$ cat src/logic/pport_pkg.sv
// Constants and carrier types for the parallel input port
package pport_pkg;
    localparam int CLOCK_HZ = 50_000_000;
    localparam int BUSY_HOLD_TIME_US = 400;
    localparam int BUSY_HOLD_CYCLES = (BUSY_HOLD_TIME_US * (CLOCK_HZ / 1_000_000));
    localparam int INIT_MIN_TIME_US = 500;
    localparam int INIT_MIN_CYCLES = (INIT_MIN_TIME_US * (CLOCK_HZ / 1_000_000)) + 1;
    localparam int ACK_TIME_US = 5;
    localparam int ACK_CYCLES = ACK_TIME_US * (CLOCK_HZ / 1_000_000);
    localparam int FEED_TIME_US = 100_000;
    localparam int FEED_CYCLES = FEED_TIME_US * (CLOCK_HZ / 1_000_000);
    localparam int SELFTEST_CHARS = 96;
    localparam logic [7:0] CODE_LF = 8'h0a;
    localparam logic [7:0] CODE_CR = 8'h0d;
    localparam logic [7:0] SELFTEST_FIRST = 8'h20;
    localparam logic [31:0] APB_RX_DATA = 32'h0000_0000;
    localparam logic [31:0] APB_STATUS = 32'h0000_0004;
    localparam logic [31:0] APB_CONTROL = 32'h0000_0008;
    localparam logic [31:0] APB_COUNT = 32'h0000_000c;
    localparam int ST_BUSY = 0;
    localparam int ST_ONLINE = 1;
    localparam int ST_PAPER_OUT = 2;
    localparam int ST_SELFTEST = 3;
    localparam int ST_DONE = 4;
    localparam int CT_HOLD_OFF = 0;
    localparam logic [31:0] CONTROL_RESET = 32'h0000_0000;

    typedef struct packed {
        logic       busy;
        logic       ack_n;
        logic       paper_out;
        logic       online;
        logic       error_n;
    } host_status_s;

    typedef struct packed {
        logic       valid;
        logic [7:0] code;
    } char_s;
endpackage

$ cat src/logic/printer_parallel_input_port.sv
// Receive side of the printer's parallel input port with an APB status view
`timescale 1ns/1ps
module printer_parallel_input_port #(
    parameter int BUSY_CYCLES  = pport_pkg::BUSY_HOLD_CYCLES,
    parameter int INIT_CYCLES  = pport_pkg::INIT_MIN_CYCLES,
    parameter int FEED_CYCLES  = pport_pkg::FEED_CYCLES
) (
    // Clock and reset
    input  wire logic        CLOCK,
    input  wire logic        ARST_N,
    // Host side of the port
    input  wire logic [7:0]  DATA,
    input  wire logic        DATA_STROBE_N,
    input  wire logic        HOST_INIT_REQUEST_N,
    output logic             CHAR_ACCEPT_PULSE_N,
    output logic             BUSY,
    output logic             PAPER_OUT,
    output logic             ONLINE,
    output logic             ERROR_N,
    // Panel, sensor and board switches
    input  wire logic        ONLINE_SWITCH,
    input  wire logic        PAPER_EMPTY,
    input  wire logic        SELFTEST_OPTION_SWITCH,
    // Received characters to the print engine
    output logic             CHAR_VALID,
    output logic [7:0]       CHAR_CODE,
    // APB slave
    input  wire logic        PSEL,
    input  wire logic        PENABLE,
    input  wire logic        PWRITE,
    input  wire logic [31:0] PADDR,
    input  wire logic [31:0] PWDATA,
    output logic [31:0]      PRDATA,
    output logic             PREADY,
    output logic             PSLVERR
);
    typedef enum logic [2:0] {
        S_IDLE, S_HOLD, S_ACK, S_SELFTEST, S_SELFTEST_WAIT
    } port_state_e;

    logic        rst_sync_a;
    logic        rst_sync_b;
    logic        strobe_q;
    logic [15:0] init_count;
    logic        init_reset;
    logic        por_done;
    port_state_e state;
    port_state_e next_state;
    logic [7:0]  rx_code;
    logic [7:0]  st_code;
    logic [6:0]  st_left;
    logic [31:0] control;
    logic [31:0] char_count;
    logic        timer_load;
    logic [23:0] timer_value;
    logic        timer_done;
    logic        emit;
    logic [7:0]  emit_code;

    always_ff @(posedge CLOCK or negedge ARST_N) begin
        if (!ARST_N) begin
            rst_sync_a <= 1'b0;
            rst_sync_b <= 1'b0;
        end else begin
            rst_sync_a <= 1'b1;
            rst_sync_b <= rst_sync_a;
        end
    end

    wire rst_n = rst_sync_b;

    always_ff @(posedge CLOCK or negedge rst_n) begin
        if (!rst_n) begin
            init_count <= '0;
        end else if (HOST_INIT_REQUEST_N) begin
            init_count <= '0;
        end else if (init_count != INIT_CYCLES[15:0]) begin
            init_count <= init_count + 16'h0001;
        end
    end

    assign init_reset = (init_count == INIT_CYCLES[15:0]);

    wire strobe_fall  = strobe_q && !DATA_STROBE_N;
    wire online_now   = ONLINE_SWITCH && !control[pport_pkg::CT_HOLD_OFF];
    wire st_is_feed   = (st_code == pport_pkg::CODE_CR) || (st_code == pport_pkg::CODE_LF);
    wire [23:0] st_len   = st_is_feed ? FEED_CYCLES[23:0] : BUSY_CYCLES[23:0];
    wire [23:0] ack_len  = pport_pkg::ACK_CYCLES[23:0];

    // Next state of the port sequencer
    always_comb begin
        next_state  = state;
        timer_load  = 1'b0;
        timer_value = '0;
        case (state)
            S_IDLE: begin
                if (!por_done && SELFTEST_OPTION_SWITCH) begin
                    next_state  = S_SELFTEST;
                end else if (strobe_fall && online_now) begin
                    next_state  = S_HOLD;
                end
            end
            S_HOLD: begin
                if (timer_done) begin
                    next_state  = S_ACK;
                    timer_load  = 1'b1;
                    timer_value = ack_len;
                end
            end
            S_ACK: begin
                if (timer_done) begin
                    next_state = S_IDLE;
                end
            end
            S_SELFTEST: begin
                next_state  = S_SELFTEST_WAIT;
                timer_load  = 1'b1;
                timer_value = st_len;
            end
            S_SELFTEST_WAIT: begin
                if (timer_done) begin
                    next_state = (st_left == 7'h00) ? S_IDLE : S_SELFTEST;
                end
            end
            default: begin
                next_state = S_IDLE;
            end
        endcase
        if (state == S_IDLE && next_state == S_HOLD) begin
            timer_load  = 1'b1;
            timer_value = ((DATA == pport_pkg::CODE_CR) || (DATA == pport_pkg::CODE_LF))
                          ? FEED_CYCLES[23:0] : BUSY_CYCLES[23:0];
        end
    end

    pport_timer #(
        .WIDTH (24)
    ) u_timer (
        .clk     (CLOCK),
        .rst_n   (rst_n),
        .load    (timer_load),
        .value   (timer_value),
        .expired (timer_done)
    );

    wire sync_clear = init_reset;

    always_ff @(posedge CLOCK or negedge rst_n) begin
        if (!rst_n) begin
            state    <= S_IDLE;
            strobe_q <= 1'b1;
            por_done <= 1'b0;
            rx_code  <= 8'h00;
            st_code  <= 8'h00;
            st_left  <= 7'h00;
        end else if (sync_clear) begin
            state    <= S_IDLE;
            strobe_q <= DATA_STROBE_N;
            por_done <= 1'b1;
        end else begin
            state    <= next_state;
            strobe_q <= DATA_STROBE_N;
            if (state == S_IDLE) begin
                por_done <= 1'b1;
            end
            if (state == S_IDLE && next_state == S_HOLD) begin
                rx_code <= DATA;
            end
            if (state == S_IDLE && next_state == S_SELFTEST) begin
                st_code <= pport_pkg::SELFTEST_FIRST;
                st_left <= 7'(pport_pkg::SELFTEST_CHARS - 1);
            end else if (state == S_SELFTEST_WAIT && timer_done && st_left != 7'h00) begin
                st_code <= st_code + 8'h01;
                st_left <= st_left - 7'h01;
            end
        end
    end

    assign emit      = (state == S_IDLE && next_state == S_HOLD) || (state == S_SELFTEST);
    assign emit_code = (state == S_SELFTEST) ? st_code : DATA;

    // Host-facing status outputs and the engine character outputs, all registered
    always_ff @(posedge CLOCK or negedge rst_n) begin
        if (!rst_n) begin
            BUSY                <= 1'b1;
            CHAR_ACCEPT_PULSE_N <= 1'b1;
            PAPER_OUT           <= 1'b1;
            ONLINE              <= 1'b0;
            ERROR_N             <= 1'b1;
            CHAR_VALID          <= 1'b0;
            CHAR_CODE           <= 8'h00;
        end else begin
            // Busy when not idle or when offline or held off, also through init and the self-test start
            BUSY                <= (next_state != S_IDLE) || !online_now || sync_clear
                                   || (!por_done && SELFTEST_OPTION_SWITCH);
            CHAR_ACCEPT_PULSE_N <= !(next_state == S_ACK) || sync_clear;
            PAPER_OUT           <= PAPER_EMPTY || !ONLINE_SWITCH;
            ONLINE              <= ONLINE_SWITCH;
            ERROR_N             <= !PAPER_EMPTY;
            CHAR_VALID          <= emit && !sync_clear;
            if (emit) begin
                CHAR_CODE <= emit_code;
            end
        end
    end

    // APB decode, zero wait states
    wire        apb_access = PSEL && PENABLE;
    wire        hit_rx     = (PADDR == pport_pkg::APB_RX_DATA);
    wire        hit_status = (PADDR == pport_pkg::APB_STATUS);
    wire        hit_ctrl   = (PADDR == pport_pkg::APB_CONTROL);
    wire        hit_count  = (PADDR == pport_pkg::APB_COUNT);
    wire        mapped     = hit_rx || hit_status || hit_ctrl || hit_count;
    wire        bad        = !mapped || (PWRITE && !hit_ctrl);
    wire [31:0] status_word = {27'h0, (state == S_IDLE) && por_done,
                               (state == S_SELFTEST) || (state == S_SELFTEST_WAIT),
                               PAPER_OUT, ONLINE, BUSY};
    wire [31:0] read_mux = hit_rx     ? {24'h0, rx_code} :
                           hit_status ? status_word :
                           hit_ctrl   ? control :
                           hit_count  ? char_count : 32'h0;

    always_ff @(posedge CLOCK or negedge rst_n) begin
        if (!rst_n) begin
            control    <= pport_pkg::CONTROL_RESET;
            char_count <= 32'h0;
            PRDATA     <= 32'h0;
            PREADY     <= 1'b0;
            PSLVERR    <= 1'b0;
        end else begin
            PREADY  <= PSEL && !PENABLE;
            PSLVERR <= PSEL && !PENABLE && bad;
            if (PSEL && !PENABLE && !PWRITE) begin
                PRDATA <= read_mux;
            end
            if (apb_access && PREADY && PWRITE && hit_ctrl) begin
                control <= {31'h0, PWDATA[pport_pkg::CT_HOLD_OFF]};
            end
            if (CHAR_VALID) begin
                char_count <= char_count + 32'h1;
            end
        end
    end
endmodule

$ cat src/logic/pport_timer.sv
// Loadable down-counter used for the port's timed intervals
`timescale 1ns/1ps
module pport_timer #(
    parameter int WIDTH = 24
) (
    // Clock and reset
    input  wire logic             clk,
    input  wire logic             rst_n,
    // Control
    input  wire logic             load,
    input  wire logic [WIDTH-1:0] value,
    // Status
    output logic                  expired
);
    logic [WIDTH-1:0] count;
    wire              running = (count != '0);

    assign expired = !running;

    always_ff @(posedge clk or negedge rst_n) begin
        if (!rst_n) begin
            count <= '0;
        end else if (load) begin
            count <= value;
        end else if (running) begin
            count <= count - 1'b1;
        end
    end
endmodule

$ cat config.mk
export PLATFORM = sky130hd
export DESIGN_NAME = printer_parallel_input_port
export DESIGN_NICKNAME = d
export VERILOG_FILES = /design/src/logic/pport_pkg.sv /design/src/logic/printer_parallel_input_port.sv /design/src/logic/pport_timer.sv
export SDC_FILE = /design/constraint.sdc
export NUM_CORES = 1
export LEC_CHECK = 0
export BUFFER_PORTS_ARGS = -buffer_cell sky130_fd_sc_hd__buf_2
export CAP_MARGIN = 40
export CORE_MARGIN = 3
export CORE_UTILIZATION = 56
export DETAILED_ROUTE_END_ITERATION = 10
export PLACE_DENSITY = 0.88
export SYNTH_ARGS = -nofsm -noshare
export SYNTH_HDL_FRONTEND = slang
export SYNTH_SLANG_ARGS = --single-unit
$ cat constraint.sdc
create_clock -name CLOCK -period 5.4 [get_ports CLOCK]
set_input_delay 0.27 -clock CLOCK [delete_from_list [all_inputs] [get_ports CLOCK]]
set_output_delay 0.27 -clock CLOCK [all_outputs]
set_load 0.05 [all_outputs]
# Word level (Yosys, flattened, before mapping)
# Index checks and enable logic that the tools add are counted.
# op_classes
addsub,5
bitwise_logic,1
eq_ne,16
n_mux,31
reduce_logical,56
# ops
operator,count
two-way mux 32 bit,4
two-way mux 24 bit,3
equality test 32 x 4 -> 1 bit (second input constant),2
two-way mux 23 bit,2
case mux 23 bit (2 select lines),1
adder 32 x 1 -> 32 bit (second input constant),1
equality test 32 x 3 -> 1 bit (second input constant),1
equality test 8 x 4 -> 1 bit (second input constant),4
logical NOT 32 bit,1
two-way mux 16 bit,2
two-way mux 8 bit,4
nonzero test 24 bit,1
subtractor 24 x 1 -> 24 bit (second input constant),1
logical AND 1 bit,18
two-way mux 3 bit,6
adder 16 x 1 -> 16 bit (second input constant),1
equality test 16 x 15 -> 1 bit (second input constant),1
!= test 16 x 15 -> 1 bit (second input constant),1
case mux 3 bit (5 select lines),1
two-way mux 7 bit,2
logical NOT 1 bit,13
logical OR 1 bit,13
equality test 3 x 2 -> 1 bit (second input constant),4
adder 8 x 1 -> 8 bit (second input constant),1
13 further kinds,21
# totals
output_inout_bits,48
input_bits,82
word_cells,131
reg_bits,151

# Logic depth before layout (Yosys ltp)
# Gate-level depths: netlist (run 1).
# depth
depth_word,10
mapped_depth,8
ltp_nobuf,7

# Hierarchy
# From an unflattened synthesis (run 1), not the netlist that was laid out.
# hier_totals
hier_cells,803
area_unflattened_um2,7771.2
# by_module_without_submodules
mod,instances,seq_area_each_um2,cells_each,area_per_inst_um2
printer_parallel_input_port,1,3184.3,613,6189.7
pport_timer,1,600.6,190,1581.5

# Worst setup path after synthesis (run 1)
# OpenSTA, ideal clock, no wires.
# synth_timing
kind,register to register
from,register u_timer.count[12]
to,register st_code[3]
path_buffers,1
path_stages_with_launch,7
arrival_time_ns,2.342
slack_ns,2.981
setup_ns,0.077
synth_period_minus_slack_ns,2.419
t_required_ns,5.323
cell_sequence,dfrtp_1 > or4_4 > nand2b_4 > or4_1 > buf_2 > or4_1 > a21oi_1
# synth_between
elab_chain_len,7
elab_cells_between_ends,13
classes_between,eq/ne: 1; mux: 5; reduce/logical: 7
# synth_lines
item,line_no,text
start: declaration,pport_timer.sv:15,logic [WIDTH-1:0] count;
start signal: assignment,pport_timer.sv:24,count <= value;
start signal: assignment,pport_timer.sv:26,count <= count - 1'b1;
nonzero test 24 bit *,pport_timer.sv:16,wire running = (count != '0);
"two-way mux 3 bit, on equally long branches","printer_parallel_input_port.sv:121, printer_parallel_input_port.sv:104, printer_parallel_input_port.sv:111",
case mux 3 bit (5 select lines),printer_parallel_input_port.sv:95,case (state)
equality test 3 x 2 -> 1 bit,printer_parallel_input_port.sv:169,if (state == S_IDLE && next_state == S_SELFTEST) begin
logical AND 1 bit,printer_parallel_input_port.sv:169,
nonzero test 2 bit (no line),-,
AND reduction 2 bit (no line),-,
end signal: assignment,printer_parallel_input_port.sv:170,st_code <= pport_pkg::SELFTEST_FIRST;
end signal: assignment,printer_parallel_input_port.sv:173,st_code <= st_code + 8'h01;
end: declaration,printer_parallel_input_port.sv:50,logic [7:0] st_code;
# Mark *: on every way between the ends. The rest lies on a longest branch, timed or not.
# A chain may end at the register's enable or synchronous reset.

# Worst setup path after layout (run 1)
# layout_timing
from,register u_timer.count[12]
to,register u_timer.count[12]
# layout_between
elab_chain_len,7
elab_cells_between_ends,15
classes_between,add/sub: 1; eq/ne: 1; mux: 10; reduce/logical: 3
# layout_lines
item,line_no,text
nonzero test 24 bit,pport_timer.sv:16,
"two-way mux 3 bit, on equally long branches","printer_parallel_input_port.sv:121, printer_parallel_input_port.sv:104, printer_parallel_input_port.sv:111",
case mux 3 bit (5 select lines),printer_parallel_input_port.sv:95,
equality test 3 x 1 -> 1 bit,printer_parallel_input_port.sv:129,if (state == S_IDLE && next_state == S_HOLD) begin
logical AND 1 bit,printer_parallel_input_port.sv:129,
two-way mux 24 bit or two-way mux 1 bit (tied branches),printer_parallel_input_port.sv:129,
two-way mux 24 bit or nonzero test 2 bit (tied branches),-,
# Parallel ways exist; a longest one is shown, timed or not. The select of a mux whose other input is x is not followed.

==> results by group, run 1 <==
Run status
  – Result of the run: complete, no violations

GRT
  – Antenna violations before repair: 0
  – Pin count of the biggest net entering global routing: 64
  – Overflow left after global routing: 0
  – First-pass GRT wire length: 28800 um
  – Total routing usage reported by global routing: 0.253
  – Vias in the first global route: a little under 6000

Clocking
  – CTS HTree Levels: 4
  – CTS tree: built
  – Clock tree sinks: ~150
  – Number of hold buffers added after cts: 3
  – Cts bufs inserted: 17
  – Clock root buffer: sky130_fd_sc_hd__clkbuf_16
  – Total of cells resized after clock tree synthesis: 0
  – Clock-pin slew of the registers on the worst-case setup and hold paths: 60 ps
  – Post-CTS setup buffer count: 0
  – Insertion delay to the later sink of the worst-skew pair: 430 ps
  – Clock tree buffer depth: 2

STA
  – Hold violation total from the final report: 0
  – Setup Skew: 8.22 ps
  – RSZ-0062 raised after global routing: false
  – Worst-Margin Slew: between 800 and 900 ps
  – Setup_tns: 0 ps
  – Final critical delay including setup and external delays: ~2700 ps
  – Final period utilization: 0.509
  – Worst Setup Slack, final: 2650 ps
  – FMAX: 364 MHz
  – Normalized max-slew margin: 0.398
  – Final count of pins violating max slew: 0
  – Setup violation total in the final timing report: 0

Critical path
  – Worst EP required: around 5700 ps
  – Cell seen most often among critical-path stages: sky130_fd_sc_hd__a21oi_1
  – Critical register-to-register path endpoint: u_timer.count[12]$_DFFE_PN0P_
  – Worst Path Buf+Inv: 0
  – Sequence of cells on the critical path: or4_4 -> nor3_1 -> nand4_1 -> a21oi_1 -> a21oi_1
  – Critical Path Max Stage Delay: a little over 700 ps
  – Beginning of the critical path: u_timer.count[12]$_DFFE_PN0P_
  – Logic depth of the worst path, buffers included: 5
  – Worst R2R Setup Slack: 2650 ps
  – Critical setup path kind: reg2reg
  – Data arrival at the endpoint of the critical path: 3000 ps
  – Crit Path Max Fanout: 10
  – Launching point of the worst reg2reg path: u_timer.count[12]$_DFFE_PN0P_
  – Crit path capture type: flip-flop
  – Critical path's slowest cell: sky130_fd_sc_hd__a21oi_1
  – Kind of cell adding the most delay to the critical path: simple AND/OR/NAND/NOR gates
  – Critical path endpoint: u_timer.count[12]$_DFFE_PN0P_
  – Number of cells on the worst reg-to-reg path: 5
  – CP Launch Type: flip-flop

Placement
  – RePlAce Congestion: 0.853
  – Worst Setup Slack post-DPL: about 2700 ps
  – IO buf count: 98
  – Number of placed instances with taps included: 922
  – HPWL after DPL: ~12000 um

Worst hold path
  – Path class of the lowest-slack min-delay path: in2reg

Layout
  – Fill cell total of the finished layout: between 800 and 900
  – Antenna diode count: 0
  – Most frequent cells in the layout: sky130_fd_sc_hd__dfrtp_1, sky130_fd_sc_hd__buf_2, sky130_fd_sc_hd__nand2_1
  – Fin nets: 867
  – Fraction of final layout cells sized beyond drive strength 1: 0.226
  – Most common library cell in the layout ignoring fill and taps: sky130_fd_sc_hd__dfrtp_1
  – Post-synthesis to final-layout area growth: 18.9%
  – Final instance count without filler cells: 956

Floorplanning
  – Die footprint: around 14000 um^2
  – Starting Density: 0.582
  – Core region area: 12200 um^2
  – Num ports: 130
  – Number of rows in the core area: 40
  – Chip height: 119 um
  – Die Wd: 119 um

Power and ir drop
  – Power per cell area: 403 nW/um^2
  – Leak pwr: 3.87 nW
  – Worst voltage drop across the vdd grid: 227 uV
  – Final Total Pwr: 0.00341 W

Synthesis
  – Biggest area contributors in the synthesized netlist: sky130_fd_sc_hd__dfrtp_1, sky130_fd_sc_hd__xnor2_1, sky130_fd_sc_hd__nand2_1
  – Number of flops mapped to enable cells by yosys: 0
  – Post-Synthesis Mean Instance Area: 10.5 um^2
  – Total number of yosys warnings: 0
  – Cell type with the largest total area after synthesis: sky130_fd_sc_hd__dfrtp_1
  – Sequential area share after synthesis: 0.532
  – Fraction of registers with async set/reset: 1.00
  – Count of cell types in the netlist: 63
  – Synth top area share: 0.514
  – Number of flip-flops and latches in the synthesized netlist: 151
  – Post-Syn Area: 7110 um^2
  – Number of standard cells after synthesis: ~680
  – Post-synth net total: 766
  – Prevailing post-synth register cell: sky130_fd_sc_hd__dfrtp_1

Detailed routing
  – Mean routed wirelength per cell: 18.3 um
  – Drt first-iter violations: about 540
  – Sum of routed wire length over all layers: 17500 um
  – Total vias in the final route: 5818
  – Number of search-and-repair iterations in the first detailed-routing pass: 5
  – Post-detailed-route via-to-cell ratio: 6.09
  – Count of antenna-violating nets left after detailed routing: 0
  – Final routed DRC violation total: 0

Job
  – Max-cap violations: 0
[final cells by class]
| type | count | area, um^2 | area share |
|---|---|---|---|
| clock buffer | 17 | 425 | 0.0503 |
| clock inverter | 14 | 223 | 0.0263 |
| inverter | 13 | 48.8 | 0.00577 |
| multi-input combinational | 486 | 3180 | 0.376 |
| sequential | 151 | 3790 | 0.448 |
| tap | 168 | 210 | 0.0249 |
| timing repair buffer | 107 | 583 | 0.0690 |
[worst min-delay path by stage]
stage | start | cells past startpoint | end
2_1_floorplan | ARST_N | 0 | rst_n$_DFF_PN0_
3_3_place_gp | ARST_N | 1 | rst_sync_a$_DFF_PN0_
3_5_place_dp | ARST_N | 1 | rst_n$_DFF_PN0_
4_1_cts | ONLINE_SWITCH | 1 | ONLINE$_DFF_PN0_
5_1_grt | ONLINE_SWITCH | 1 | ONLINE$_DFF_PN0_
6_report | ONLINE_SWITCH | 1 | ONLINE$_DFF_PN0_
[report_power, final]
part / leakage (nW) / switching (W) / internal, W
clock network: 0.310 / 0.000481 / 0.000822
logic: 1.60 / 0.000392 / 0.000245
registers: 1.95 / 0.000173 / 0.00129
total: 3.87 / 0.00105 / 0.00236
[cells in the mapped netlist (6+ instances only)]
cell type / instances
sky130_fd_sc_hd__nand3_1: 30
sky130_fd_sc_hd__a22oi_1: 6
sky130_fd_sc_hd__dfrtp_1: 146
sky130_fd_sc_hd__a31oi_1: 9
sky130_fd_sc_hd__or3_1: 11
sky130_fd_sc_hd__xnor2_1: 36
sky130_fd_sc_hd__a21oi_1: 30
sky130_fd_sc_hd__xor2_1: 23
sky130_fd_sc_hd__inv_1: 13
sky130_fd_sc_hd__o31ai_1: 15
sky130_fd_sc_hd__clkbuf_1: 19
sky130_fd_sc_hd__nand2_1: 57
sky130_fd_sc_hd__and3_1: 15
sky130_fd_sc_hd__ha_1: 9
sky130_fd_sc_hd__a22o_1: 24
sky130_fd_sc_hd__or4_1: 12
sky130_fd_sc_hd__mux2_2: 13
sky130_fd_sc_hd__o21ai_0: 19
sky130_fd_sc_hd__nor4_1: 17
sky130_fd_sc_hd__nand4_1: 20
sky130_fd_sc_hd__nor3_1: 19
sky130_fd_sc_hd__nor2_1: 56
[flip-flops by register name (all words and copies together), names as in the netlist, 3 cells and up]
signal and flops:
u_timer.count 24, rx_code 8, char_count 32, st_left 7, init_count 16, PRDATA 32
st_code 8, state 3, CHAR_CODE 8
[logic make-up after synthesis]
group | count (synthesis) | share of synthesized area
AND/OR/NAND/NOR | 280 | 0.212
flip-flops | 151 | 0.532
AO/OA/AOI/OAI | 119 | 0.115
XOR/XNOR | 59 | 0.0726
buffers and inverters | 38 | 0.0230
multiplexers | 18 | 0.0294
adder cells (fa/ha/maj) | 9 | 0.0158
other | 1 | 0.000527
[per-layer routing]
layer / GRT usage / part of all wire
met5: 0 / 0
met4: 0.0992 / 0.022
met3: 0.0555 / 0.053
met2: 0.446 / 0.53
met1: 0.300 / 0.40
[per-stage QoR]
step	hold slack [ps]	utilization	instance area, um^2
finish	39.1	0.692	8450
global route	22.5	0.692	8450
CTS	27.1	0.692	8450
detailed placement	60.4	0.637	7780
global placement	54.6	0.634	7740
floorplan	-25.6	-	7110
[worst register-to-register path: cells and delay by family, from the launching register on]
| family | cells | cell delay, ps |
|---|---|---|
| AO/OA/AOI/OAI | 2 | 840 |
| flip-flops | 1 | 410 |
| AND/OR/NAND/NOR | 3 | 1330 |
No activity file was read; power rests on OpenSTA's default activity.
==> run 2, diff against run 1 <==
Settings changed: CORE_UTILIZATION 56 to 50, PLACE_DENSITY 0.88 to 0.84.
Clock period 5.4 ns to 2.5 ns, I/O delays scaled along.
==> run 2 against run 1 <==
Effect of this change:
- first-iteration DRC count down 4.5%
- fmax up 11%
- clock-buffer cell count up 1
- worst hold slack better by 20 ps
- via count up 0.84%
- clock skew up 1.7 ps
- sequential share of layout area down 1.8 points
- non-clock buffer count up 42
- register-to-register slack worse by 2600 ps
- largest cell class unchanged
- highest routed layer unchanged
==> results by group, run 2 (synthesis gave the netlist of run 1 again) <==
STA
  – Worst-Margin Slew: 687 ps (was 899 ps)
  – RSZ-0062 raised after global routing: false (unchanged)
  – Worst Setup Slack, final: 32.4 ps (was 2650 ps)
  – Normalized max-slew margin: 0.538 (was 0.398)
  – Setup violation total in the final timing report: 0 (unchanged)
  – Hold violation total from the final report: 0 (unchanged)
  – FMAX: 405 MHz (was 364 MHz)
  – Final critical delay including setup and external delays: 2470 ps (was 2750 ps)
  – Setup Skew: 9.93 ps (was 8.22 ps)
  – Final period utilization: 0.987 (was 0.509)
  – Setup_tns: 0 ps (unchanged)
  – Final count of pins violating max slew: 0 (unchanged)

Power and ir drop
  – Internal Pwr Total: 0.00482 W (was 0.00236 W)
  – Worst voltage drop across the vdd grid: 718 uV (was 227 uV)
  – Clk pwr share: 0.359 (was 0.382)
  – Net Switching: 0.00236 W (was 0.00105 W)
  – Leak pwr: 4.05 nW (was 3.87 nW)
  – Power per cell area: 815 nW/um^2 (was 403 nW/um^2)
  – Proportion of total power due to net switching: 0.328 (was 0.307)
  – Seq pwr share: 0.441 (was 0.430)
  – Power share of the combinational group: 0.200 (was 0.187)

Detailed routing
  – Count of antenna-violating nets left after detailed routing: 0 (unchanged)
  – Mean routed wirelength per cell: 17.1 um (was 18.3 um)
  – Total vias in the final route: 5867 (was 5818)
  – Drt first-iter violations: 512 (was 536)
  – Sum of routed wire length over all layers: 17200 um (was 17500 um)
  – Number of search-and-repair iterations in the first detailed-routing pass: 5 (unchanged)
  – Post-detailed-route via-to-cell ratio: 5.83 (was 6.09)
  – Final routed DRC violation total: 0 (unchanged)

Clocking
  – Insertion delay to the later sink of the worst-skew pair: 430 ps (about the same)
  – Clock root buffer: sky130_fd_sc_hd__clkbuf_16 (unchanged)
  – CTS tree: built (unchanged)
  – Clock tree sinks: 151 (unchanged)
  – Cts bufs inserted: 17 (unchanged)
  – Clock-pin slew of the registers on the worst-case setup and hold paths: 60 ps (about the same)
  – Clock tree buffer depth: 2 (unchanged)
  – Post-CTS setup buffer count: 0 (unchanged)
  – CTS HTree Levels: 4 (unchanged)

Layout
  – Largest registers: PRDATA (32), char_count (32), u_timer.count (24) (unchanged)
  – Most common library cell in the layout ignoring fill and taps: sky130_fd_sc_hd__dfrtp_1 (unchanged)
  – Post-synthesis to final-layout area growth: 23.9% (was 18.9%)
  – Fraction of final layout cells sized beyond drive strength 1: 0.254 (was 0.226)
  – Fin nets: 909 (was 867)
  – Most frequent cells in the layout: sky130_fd_sc_hd__dfrtp_1, sky130_fd_sc_hd__buf_2, sky130_fd_sc_hd__nand2_1 (unchanged)
  – Antenna diode count: 0 (unchanged)
  – Fill cell total of the finished layout: 1015 (was 868)
  – Final Core Density: 0.650 (was 0.692)
  – Final instance count without filler cells: 1007 (was 956)
  – Summed area of non-filler cells in the final layout: 8810 um^2 (was 8450 um^2)

Critical path
  – Worst EP required: 2850 ps (was 5660 ps)
  – Crit Path Max Fanout: 6 (was 10)
  – Critical setup path kind: reg2reg (unchanged)
  – Crit path capture type: flip-flop (unchanged)
  – Data arrival at the endpoint of the critical path: 2820 ps (was 3000 ps)
  – CP Launch Type: flip-flop (unchanged)
  – Worst R2R Setup Slack: 30 ps (was 2650 ps)

Worst hold path
  – Path class of the lowest-slack min-delay path: in2reg (unchanged)

GRT
  – Total routing usage reported by global routing: 0.220 (was 0.253)
  – Vias in the first global route: 5755 (was 5898)
  – Grt met3 use: 0.0439 (was 0.0555)
  – Global Route met2 Usage: 0.380 (was 0.446)
  – Met1 track demand over resource in global routing: 0.281 (was 0.300)
  – Overflow left after global routing: 0 (unchanged)
  – First-pass GRT wire length: 28400 um (was 28800 um)
  – Antenna violations before repair: 0 (unchanged)
  – Pin count of the biggest net entering global routing: 52 (was 64)
  – Most Used Layer, Global Route: met2 (unchanged)

Floorplanning
  – Num ports: 130 (unchanged)
  – Number of rows in the core area: 42 (was 40)
  – Die footprint: 15700 um^2 (was 14100 um^2)
  – Core region area: 13600 um^2 (was 12200 um^2)
  – Die Wd: 125 um (was 119 um)
  – Starting Density: 0.525 (was 0.582)
  – Chip height: 125 um (was 119 um)

Placement
  – Number of placed instances with taps included: 958 (was 922)
  – Dpl cell area: 8020 um^2 (was 7780 um^2)
  – HPWL after DPL: 11800 um (about the same)
  – RePlAce Congestion: 0.872 (was 0.853)
  – Worst Setup Slack post-DPL: 47.4 ps (was 2700 ps)
  – IO buf count: 98 (unchanged)

Job
  – Max-cap violations: 0 (unchanged)

Run status
  – Result of the run: complete, no violations (unchanged)
-- run 2: cell types whose count changed in the layout (fill, tap and decap cells not counted), moves of 2 or more --
cell                            before  now
sky130_fd_sc_hd__buf_4               4   31
sky130_fd_sc_hd__dlygate4sd3_1       3   17
sky130_fd_sc_hd__bufinv_16           5    1
sky130_fd_sc_hd__buf_12              0    3
sky130_fd_sc_hd__inv_8               0    3
sky130_fd_sc_hd__a21oi_1            30   28
sky130_fd_sc_hd__a21oi_2             0    2
sky130_fd_sc_hd__inv_6               3    5
-- run 2: final timing paths --
check	from	to	depth (start not counted)
setup reg to reg	u_timer.count[10]$_DFFE_PN0P_	st_code[3]$_DFFE_PN0P_	5
setup / recovery	u_timer.count[10]$_DFFE_PN0P_	st_code[3]$_DFFE_PN0P_	5
min in group asynchronous	rst_n$_DFF_PN0_	PRDATA[26]$_DFFE_PN0P_	0
hold reg to reg	rst_sync_a$_DFF_PN0_	rst_n$_DFF_PN0_	0
hold / removal	HOST_INIT_REQUEST_N	init_count[2]$_DFFE_PN0P_	2
max in group asynchronous	rst_n$_DFF_PN0_	ERROR_N$_DFF_PN1_	1
-- run 2: critical path, stage by stage, from the launching register on --
cell and delay, ps:
sky130_fd_sc_hd__dfrtp_1 390, sky130_fd_sc_hd__or4_4 570, sky130_fd_sc_hd__nand2b_4 160, sky130_fd_sc_hd__or4_4 550, sky130_fd_sc_hd__or4_1 560, sky130_fd_sc_hd__a21oi_2 160
-- run 2: power groups by stage --
stage	sequential (W)	clock, W	combinational (W)
final	0.00317	0.00257	0.00144
after global routing	0.00321	0.00271	0.00157
after CTS	0.00315	0.00259	0.00142
after detailed placement	0.00318	0	0.00139
after global placement	0.00317	0	0.00135
after floorplan	0.00337	0	0.000763
-- run 2: what timing repair did --
item | CTS | global route
hold buffers | 17 | 0
gates resized for setup | 0 | 5
endpoints found under the hold margin | 22 | 0
setup endpoints to repair | 0 | 4
-- run 2: final cells by class --
| cell class | instances | area [um^2] | area share |
|---|---|---|---|
| Tap cell | 176 | 220 | 0.0250 |
| Clock buffer | 18 | 439 | 0.0499 |
| Clock inverter | 14 | 156 | 0.0178 |
| Multi-Input combinational cell | 486 | 3200 | 0.364 |
| Inverter | 13 | 48.8 | 0.00554 |
| Sequential cell | 151 | 3790 | 0.430 |
| Timing Repair Buffer | 149 | 953 | 0.108 |
-- run 2: routing by layer --
layer / part of all wire / wire length [um]
met2: 0.51 / 8740
met5: 0 / 0
met1: 0.43 / 7340
met4: 0.016 / 274
met3: 0.049 / 847
-- run 2: stage by stage --
stage	power (W)	hold slack [ps]
finish	0.00718	59.2
floorplan	0.00414	-171
detailed placement	0.00458	-87.6
global placement	0.00451	-89.9
global route	0.00749	63.6
CTS	0.00716	62.9
